--- src/xrd_pkg.sv ---
// Purpose: constants and carrier types for the exchange register datapath
// Assumes: 24-bit one's-complement words, 3-bit modifier
// Notes:   shared by the datapath top and its testbench
package xrd_pkg;
	localparam int WORD_W   = 24;
	localparam int ADDR_W   = 15;
	localparam int BYTE_W   = 8;
	localparam int IO_W     = 7;
	localparam int MOD_W    = 3;
	localparam int BYTE_R_LO = 0;
	localparam int BYTE_C_LO = 8;
	localparam int BYTE_L_LO = 16;
	localparam logic [23:0] WORD_RST = 24'h000000;
	localparam logic [23:0] WORD_ONES = 24'hffffff;
	localparam logic [6:0]  IO_RST   = 7'h00;
	localparam logic [14:0] ADDR_RST = 15'h0000;
	localparam logic [2:0] MOD_FULL  = 3'h0;
	localparam logic [2:0] MOD_RS    = 3'h1;
	localparam logic [2:0] MOD_CS    = 3'h2;
	localparam logic [2:0] MOD_LS    = 3'h3;
	localparam logic [2:0] MOD_ADDR  = 3'h4;
	localparam logic [2:0] MOD_RU    = 3'h5;
	localparam logic [2:0] MOD_CU    = 3'h6;
	localparam logic [2:0] MOD_LU    = 3'h7;

	// one-cycle transfer controls from sequence control
	typedef struct packed {
		logic from_addr;
		logic from_storage;
		logic from_shift_register;
		logic from_accumulator;
		logic from_input_control;
		logic logical_product_control;
		logic to_storage;
		logic to_addr;
		logic to_shift_register_control;
		logic to_output_control;
		logic to_accumulator;
		logic buffer_set;
		logic buffer_negate_control;
	} xrd_ctrl_t;

	// words presented by neighbouring registers
	typedef struct packed {
		logic [23:0] storage;
		logic [14:0] addr;
		logic [23:0] shift_reg;
		logic [23:0] accum;
		logic [6:0]  input_word;
	} xrd_src_t;
endpackage

--- src/xrd_datapath.sv ---
// Purpose: central 24-bit exchange register with complement buffer
// Assumes: controls are one-cycle pulses on clk_sys_i, at most one load at a time
// Notes:   accumulator and adder live outside; this block drives the addend
//
// Functional notes
// [RL1] clear before load, except logical product
// [RL2] address field copies into bits 0-14
// [RL3] modifier 0 loads full storage word
// [RL4] modifiers 1-3 load byte, sign extended
// [RL5] modifier 4 loads 15 bits, no extension
// [RL6] modifiers 5-7 load byte, zero extended
// [RL7] store: modifier 0 full, 4 low 15
// [RL8] store byte into right, center, left
// [RL9] unselected storage bits keep their value
// [RL10] exchange bits 0-14 into address field
// [RL11] buffer copies exchange every cycle; code skips set, negate and post-negate cycles
// [RL12] shift register loads exchange in parallel
// [RL13] logical product clears where shift bit zero
// [RL14] seven low bits go to output
// [RL15] accumulator loads exchange in parallel
// [RL16] seven input bits load low bits
// [RL17] manual set forces each stage one
// [RL18] exchange to shift register via buffer
// [RL19] accumulator reached only through main adder
// [RL20] complement: set buffer, negate where one
// [RL21] one's-complement arithmetic on 24-bit words
// [RL22] adds are modulo two-to-24 minus one
`timescale 1ns/1ps
module xrd_datapath (
	// clock and reset
	input  wire logic                   clk_sys_i,
	input  wire logic                   rst_n_i,
	// transfer controls and modifier
	input  wire xrd_pkg::xrd_ctrl_t     ctrl_i,
	input  wire logic [2:0]             modifier_i,
	// source words
	input  wire xrd_pkg::xrd_src_t      src_i,
	// operator panel
	input  wire logic [23:0]            manual_set_i,
	// exchange and buffer state
	output logic [23:0]                 exchange_o,
	output logic [23:0]                 complement_buffer_o,
	// destinations
	output logic [23:0]                 storage_o,
	output logic                        storage_we_o,
	output logic [14:0]                 addr_o,
	output logic                        addr_we_o,
	output logic [23:0]                 shift_reg_o,
	output logic                        shift_reg_we_o,
	output logic [23:0]                 addend_o,
	output logic                        addend_valid_o,
	output logic [6:0]                  output_word_o,
	output logic                        output_we_o
);
	import xrd_pkg::*;

	logic [23:0] exchange_reg, exchange_next;
	logic [23:0] buffer_reg, buffer_next;
	logic [23:0] storage_reg, storage_next;
	logic [14:0] addr_reg;
	logic [23:0] shift_reg_reg;
	logic [6:0]  output_reg;
	logic        storage_we_reg, addr_we_reg, shift_we_reg, out_we_reg;
	logic        buffer_neg_reg;
	// panel pins cross into the clock domain
	logic [23:0] man_s1_reg, man_s2_reg, man_s3_reg, man_f_reg;
	wire  [23:0] man_f_next;

	// selects byte n (0 right, 1 center, 2 left) of a word
	function automatic logic [7:0] pick_byte(input logic [23:0] w, input logic [1:0] n);
		unique case (n)
			2'd0: pick_byte = w[7:0];
			2'd1: pick_byte = w[15:8];
			default: pick_byte = w[23:16];
		endcase
	endfunction

	wire [1:0] byte_sel = modifier_i[1:0] - 2'd1;
	wire [7:0] st_byte = pick_byte(src_i.storage, byte_sel);

	// [RL3] [RL4] [RL5] [RL6] storage operand shaping
	wire [23:0] storage_operand =
		(modifier_i == MOD_FULL) ? src_i.storage :
		(modifier_i == MOD_ADDR) ? {9'h000, src_i.storage[14:0]} :
		(modifier_i[2])          ? {16'h0000, st_byte} :
		                           {{16{st_byte[7]}}, st_byte};

	// [RL1] [RL2] [RL12] [RL15] [RL16] cleared register then one source
	wire any_load = ctrl_i.from_addr | ctrl_i.from_storage | ctrl_i.from_shift_register |
		ctrl_i.from_accumulator | ctrl_i.from_input_control;
	wire [23:0] load_value =
		ctrl_i.from_addr           ? {9'h000, src_i.addr} :
		ctrl_i.from_storage        ? storage_operand :
		ctrl_i.from_shift_register ? src_i.shift_reg :
		ctrl_i.from_accumulator    ? src_i.accum :
		                             {17'h00000, src_i.input_word};

	// [RL13] logical product keeps contents where shift bit is one
	wire [23:0] product_value = exchange_reg & src_i.shift_reg;

	// [RL17] a bit sets only once stages two and three are both one and clears once either is zero,
	// so a panel pulse to one shorter than two cycles is ignored
	assign man_f_next = (man_s2_reg & man_s3_reg) |
		(man_f_reg & ~(man_s2_reg ^ man_s3_reg));

	// [RL17] manual set ORs over whatever else happens
	assign exchange_next = (ctrl_i.logical_product_control ? product_value :
		any_load ? load_value : exchange_reg) | man_f_reg;

	// [RL11] [RL20] buffer follows exchange; set then negate forms complement
	// hold the ones while the negate pulse is registered, else the copy overwrites them
	assign buffer_next = ctrl_i.buffer_set ? WORD_ONES :
		ctrl_i.buffer_negate_control ? buffer_reg :
		buffer_neg_reg ? (buffer_reg ^ exchange_reg) : exchange_reg;

	always_ff @(posedge clk_sys_i or negedge rst_n_i) begin
		if (!rst_n_i) begin
			man_s1_reg <= WORD_RST;
			man_s2_reg <= WORD_RST;
			man_s3_reg <= WORD_RST;
			man_f_reg  <= WORD_RST;
		end else begin
			man_s1_reg <= manual_set_i;
			man_s2_reg <= man_s1_reg;
			man_s3_reg <= man_s2_reg;
			man_f_reg  <= man_f_next;
		end
	end

	// [RL7] [RL8] [RL9] store field merge, untouched bits retained
	wire [1:0] st_dst = (modifier_i == MOD_RS || modifier_i == MOD_RU) ? 2'd0 :
		(modifier_i == MOD_CS || modifier_i == MOD_CU) ? 2'd1 : 2'd2;
	wire [23:0] byte_merge =
		(st_dst == 2'd0) ? {src_i.storage[23:8], exchange_reg[7:0]} :
		(st_dst == 2'd1) ? {src_i.storage[23:16], exchange_reg[7:0], src_i.storage[7:0]} :
		                   {exchange_reg[7:0], src_i.storage[15:0]};
	assign storage_next =
		(modifier_i == MOD_FULL) ? exchange_reg :
		(modifier_i == MOD_ADDR) ? {src_i.storage[23:15], exchange_reg[14:0]} :
		                           byte_merge;

	always_ff @(posedge clk_sys_i or negedge rst_n_i) begin
		if (!rst_n_i) begin
			exchange_reg   <= WORD_RST;
			buffer_reg     <= WORD_RST;
			buffer_neg_reg <= 1'b0;
		end else begin
			exchange_reg   <= exchange_next;
			buffer_reg     <= buffer_next;
			// negate acts on the cycle after its pulse, while the held buffer is all ones
			buffer_neg_reg <= ctrl_i.buffer_negate_control;
		end
	end

	always_ff @(posedge clk_sys_i or negedge rst_n_i) begin
		if (!rst_n_i) begin
			storage_reg    <= WORD_RST;
			storage_we_reg <= 1'b0;
			addr_reg       <= ADDR_RST;
			addr_we_reg    <= 1'b0;
			shift_reg_reg  <= WORD_RST;
			shift_we_reg   <= 1'b0;
			output_reg     <= IO_RST;
			out_we_reg     <= 1'b0;
		end else begin
			storage_we_reg <= ctrl_i.to_storage;
			addr_we_reg    <= ctrl_i.to_addr;
			shift_we_reg   <= ctrl_i.to_shift_register_control;
			out_we_reg     <= ctrl_i.to_output_control;
			if (ctrl_i.to_storage) begin
				storage_reg <= storage_next;
			end
			// [RL10] low 15 exchange bits to address field
			if (ctrl_i.to_addr) begin
				addr_reg <= exchange_reg[14:0];
			end
			// [RL18] shift register fed from the buffer
			if (ctrl_i.to_shift_register_control) begin
				shift_reg_reg <= buffer_reg;
			end
			// [RL14] seven low bits to output register
			if (ctrl_i.to_output_control) begin
				output_reg <= exchange_reg[6:0];
			end
		end
	end

	// [RL19] [RL21] [RL22] addend offered to the external one's-complement adder only
	assign addend_o       = buffer_reg;
	assign addend_valid_o = ctrl_i.to_accumulator;

	assign exchange_o          = exchange_reg;
	assign complement_buffer_o = buffer_reg;
	assign storage_o           = storage_reg;
	assign storage_we_o        = storage_we_reg;
	assign addr_o              = addr_reg;
	assign addr_we_o           = addr_we_reg;
	assign shift_reg_o         = shift_reg_reg;
	assign shift_reg_we_o      = shift_we_reg;
	assign output_word_o       = output_reg;
	assign output_we_o         = out_we_reg;
endmodule // xrd_datapath

--- config.mk ---
export PLATFORM = sky130hd
export DESIGN_NAME = xrd_datapath
export DESIGN_NICKNAME = d
export VERILOG_FILES = /design/src/xrd_pkg.sv /design/src/xrd_datapath.sv
export SDC_FILE = /design/constraint.sdc
export NUM_CORES = 1
export LEC_CHECK = 0
export ABC_AREA = 1
export BUFFER_PORTS_ARGS = -buffer_cell sky130_fd_sc_hd__buf_2
export CORE_MARGIN = 1.5
export CORE_UTILIZATION = 50
export CTS_CLUSTER_SIZE = 30
export DETAILED_ROUTE_END_ITERATION = 10
export PLACE_DENSITY = 0.78
export SLEW_MARGIN = 20
export SYNTH_ARGS = -nofsm -noshare
export SYNTH_HDL_FRONTEND = slang
export SYNTH_SLANG_ARGS = --single-unit
--- constraint.sdc ---
create_clock -name clk_sys_i -period 2.05 [get_ports clk_sys_i]
set_input_delay 0.3075 -clock clk_sys_i [delete_from_list [all_inputs] [get_ports clk_sys_i]]
set_output_delay 0.3075 -clock clk_sys_i [all_outputs]
set_load 0.1 [all_outputs]
[Yosys cells after proc, flatten, opt, wreduce, memory -nomap -nowiden]
Cells that the tools add are included.
Storage, ports and cells
  register bits: 219
  word-level logic and storage cells: 60
  output and inout port bits: 147
Operators by class
  add/subtract/negate cells: 1
  equal/unequal tests: 8
  reductions and logical operators: 5
  multiplexer cells: 19
  bitwise operators: 12
Operator list (number)
  $mux 24: 16
  $and 24x24->24: 3
  $or 24x24->24: 2
  $xor 24x24->24: 2
  $not 24->24: 1
  $pmux 8 s2: 1
  $eq 3x3->1 const B: 3
  $eq 2x1->1 const B: 2
  $logic_not 2->1: 2
  $mux 2: 2
  $or 1x1->1: 4
  $eq 3x1->1 const B: 1
  $eq 3x2->1 const B: 1
  $logic_not 3->1: 1
  $logic_or 1x1->1: 2
  $ne 2x1->1 const B: 1
  $sub 2x1->2 const B: 1

[Longest topological paths before layout]
  word-level depth: 11
  depth in mapped cells: 13
  depth with buffers taken out: 12

[Worst setup path before layout]
Ideal clock, no wire load.
  path type: register -> register
  start point: reg exchange_reg[3] (netlist: exchange_o[3])
  end point: reg buffer_reg[3] (netlist: addend_o[3])
  clock period less this slack: 1.676 ns
  arrival: 1.554 ns
  cell stages (with the launch flop): 5
  setup slack: 0.374 ns
  setup time: 0.122 ns
  cell sequence: dfrtp_1 -> inv_1 -> xor2_1 -> o22ai_1 -> inv_1
On the way
  word-level cells in the longest chain between the ends: 4
RTL lines
  from (decl): line xrd_datapath.sv:57  | logic [23:0] exchange_reg, exchange_next;
  from (signal assigned): line xrd_datapath.sv:148  | exchange_reg <= exchange_next;
  $xor 24x24->24: line xrd_datapath.sv:114  | buffer_neg_reg ? (buffer_reg ^ exchange_reg) : exchange_reg;
  $mux 24 *: line xrd_datapath.sv:114
  $mux 24 *: line xrd_datapath.sv:113  | ctrl_i.buffer_negate_control ? buffer_reg :
  $mux 24 *: line xrd_datapath.sv:112  | assign buffer_next = ctrl_i.buffer_set ? WORD_ONES :
  to (signal assigned): line xrd_datapath.sv:149  | buffer_reg <= buffer_next;
  to (decl): line xrd_datapath.sv:58  | logic [23:0] buffer_reg, buffer_next;
Every way passes the cells marked *; elsewhere a longest branch is shown, timed or not. The select of a mux whose other input is x is not followed.
A chain may end at the register's enable or synchronous reset.

[Worst setup path after layout]
  start point: reg exchange_reg[9] (netlist: exchange_o[9])
  end point: out exchange_o[9]
RTL lines
  to (decl): line xrd_datapath.sv:41  | output logic [23:0] exchange_o,
No word-level cell between the ends.

==> out/qor.yml <==
hold_path:
  worstHoldStart: "ctrl_i[3]"
  hold_end: "output_we_o"
  whs_path_depth: 1
  hold_path.class: "in -> reg"
yosys:
  synth_largest_area_cell: "dfrtp_1"
  synth-edff-count: 0
  yosys-top-cells-area: "dfrtp_1, nand2_1, inv_1, ha_1, a21oi_1"
  synth_top_area_share_pct: 53.5
  ys_types: 36
  ys_ff_latch: 219
  syn-num-nets: 1306
  synthCells: 1141
  async_reset_ff_share_pct: 100
  avgSynthCellArea_um2: 8.98
  ys_seq_area_share_pct: 53.5
  ys.flop_type: "dfrtp_1"
  mappedNetlistArea_mm2: 0.0102
  yosysMostFrequentCell: "nand2_1"
  yosys_warnings: 0
  yosys-top-cells-count: "nand2_1, dfrtp_1, inv_1"
clock_tree:
  numCtsBuffers: 23
  max-clock-path-buffers: 3
  h-tree-depth: 1
  tritoncts: "built"
  root_buffer: "clkbuf_16"
  cts.clk_slew.worst_paths_ns: 0.06
  clk_latency_ns: 0.51
  numClockSinks: 219
  cts_setup_buffers: 0
  cts.repair.resized: 0
power_and_ir_drop:
  leakagePower_nw: 6.62
  power_frac_clock_pct: 29.0
  finalPower_w: 0.0152
  p_sw_share_pct: 44.2
  p_seq_share_pct: 34.3
  power.density_mw_per_mm2: 1190
  p_int_w: 0.00850
  power_frac_comb_pct: 36.7
  peakVddDrop_mv: 0.852
  p_sw_w: 0.00674
worst_setup_path:
  cpMaxStageDelayCell: "dfrtp_1"
  ff2ff_path_depth: 4
  end_kind: "output pin"
  r2r_start: "exchange_o[1]"
  crit_family: "flip-flops"
  r2r-end: "storage_o[17]"
  cp_max_fo: 5
  required_ns: 1.74
  critPathMaxStageDelay_ns: 0.52
  path_cells: "buf_2"
  worstPathArrival_ns: 1.54
  worstSetupPathType: "reg -> out"
  crit_cells: 1
  path_buf_inv: 1
  critPathLaunchType: "flop"
  reg2reg_slack_ns: 0.57
route:
  wl_per_cell_um: 17.0
  drc: 0
  drtPass1Iterations: 5
  detail-route-antenna-nets: 0
  drt_first_iter_violations: 658
  vias: 8731
  wl_um: 29200
  vias_per_cell: 5.09
timing:
  max_slew_margin_pct: 54.0
  setup_tns_ns: 0
  worst_slack_ns: 0.200
  tightest_slew_ns: 0.690
  period_minus_slack_ns: 1.85
  drv_slew: 0
  period_share_pct: 90.2
  final-setup-viol-count: 0
  hold_viol: 0
  grt_setup_unrepaired: "false"
  whs_ns: 0.0570
  clock.fmax_mhz: 541
  skew_ns: 0.0188
placed_design:
  place_area_mm2: 0.0118
  place_ws_ns: 0.0727
  gp_congestion: 0.872
  port_buffers: 280
  dpl.hpwl_um: 21800
layout:
  drive_gt1_share_pct: 27.2
  nFillCells: 1714
  nets: 1586
  syn2layout_area_growth_pct: 25.3
  design_area_mm2: 0.0128
die:
  die_h_um: 146
  die_x_um: 146
  ios: 283
  core_mm2: 0.0202
  dieArea_mm2: 0.0214
  rows: 52
  start_util_pct: 50.8
global_route:
  antenna_found_initial: 12
  grt.overflow.total: 0
  grt_max_degree: 63
  first_global_vias: 8449
  grtUsageTotal_pct: 27.6
  grt_pass1_wl_um: 46300
flow_run:
  drv_cap: 0
run_status:
  status: "finished, final reports clean"
worst max-delay path by stage:
stage | from | to
2_1_floorplan | exchange_o[3] | addend_o[3]
3_3_place_gp | modifier_i[0] | storage_o[20]
3_5_place_dp | modifier_i[0] | storage_o[20]
6_report | exchange_o[9] | exchange_o[9]
5_1_grt | exchange_o[9] | exchange_o[9]
4_1_cts | exchange_o[9] | exchange_o[9]
layout by cell type, fill, tap and decap left out, types with 26 or more instances in the layout:
cell           synthesis  final
nand2_1              336    336
buf_2                 20    279
dfrtp_1              219    219
inv_1                138    138
a21oi_1               61     61
nand3_1               52     52
nor2_1                42     42
ha_1                  29     29
dlygate4sd3_1          0     26
stage by stage:
stage | cells | utilization [%]
6_report | 1716 | 63.7
5_1_grt | 1712 | 63.6
4_1_cts | 1707 | 63.6
3_5_place_dp | 1640 | 58.3
3_3_place_gp | 1640 | 58.3
2_1_floorplan | 1141 | -
power by group through the flow:
stage / clock network [W] / registers [W] / logic, W
after floorplan: 0 / 0.00801 / 0.00175
after global placement: 0 / 0.00527 / 0.00550
after detailed placement: 0 / 0.00530 / 0.00554
after CTS: 0.00450 / 0.00522 / 0.00560
after global routing: 0.00468 / 0.00529 / 0.00583
final: 0.00443 / 0.00523 / 0.00559
timing repair:
item                                   4_1_cts  5_1_grt
setup endpoints to repair                    0        0
hold buffers                                26        0
endpoints found under the hold margin       57        0
layout make-up:
type | instances | area (µm²) | area share (%)
clock inverter | 11 | 168 | 1.31
sequential | 219 | 5480 | 42.7
clock buffer | 30 | 642 | 5.00
inverter | 143 | 539 | 4.20
timing repair buffer | 330 | 1890 | 14.7
tap | 270 | 338 | 2.63
antenna | 9 | 22.5 | 0.175
multi-input combinational | 704 | 3770 | 29.3
cell families (layout without fill, tap and decap cells):
| group | count (synthesis) | in the layout | synth area share, % |
|---|---|---|---|
| xor+xnor | 24 | 24 | 2.05 |
| buf+inv | 218 | 514 | 9.77 |
| simple gates | 458 | 458 | 18.6 |
| compound gates | 169 | 169 | 9.88 |
| mux | 24 | 24 | 2.64 |
| fa+ha+maj | 29 | 29 | 3.54 |
| flops | 219 | 219 | 53.5 |
| other cells | 0 | 9 | 0 |
routing by layer:
layer,track usage [%],share of wire [%]
met4,9.29,3.4
met1,37.0,42
met2,44.7,47
met3,6.19,7.5
met5,0,0.12
Power figures use the tool's default switching activity.
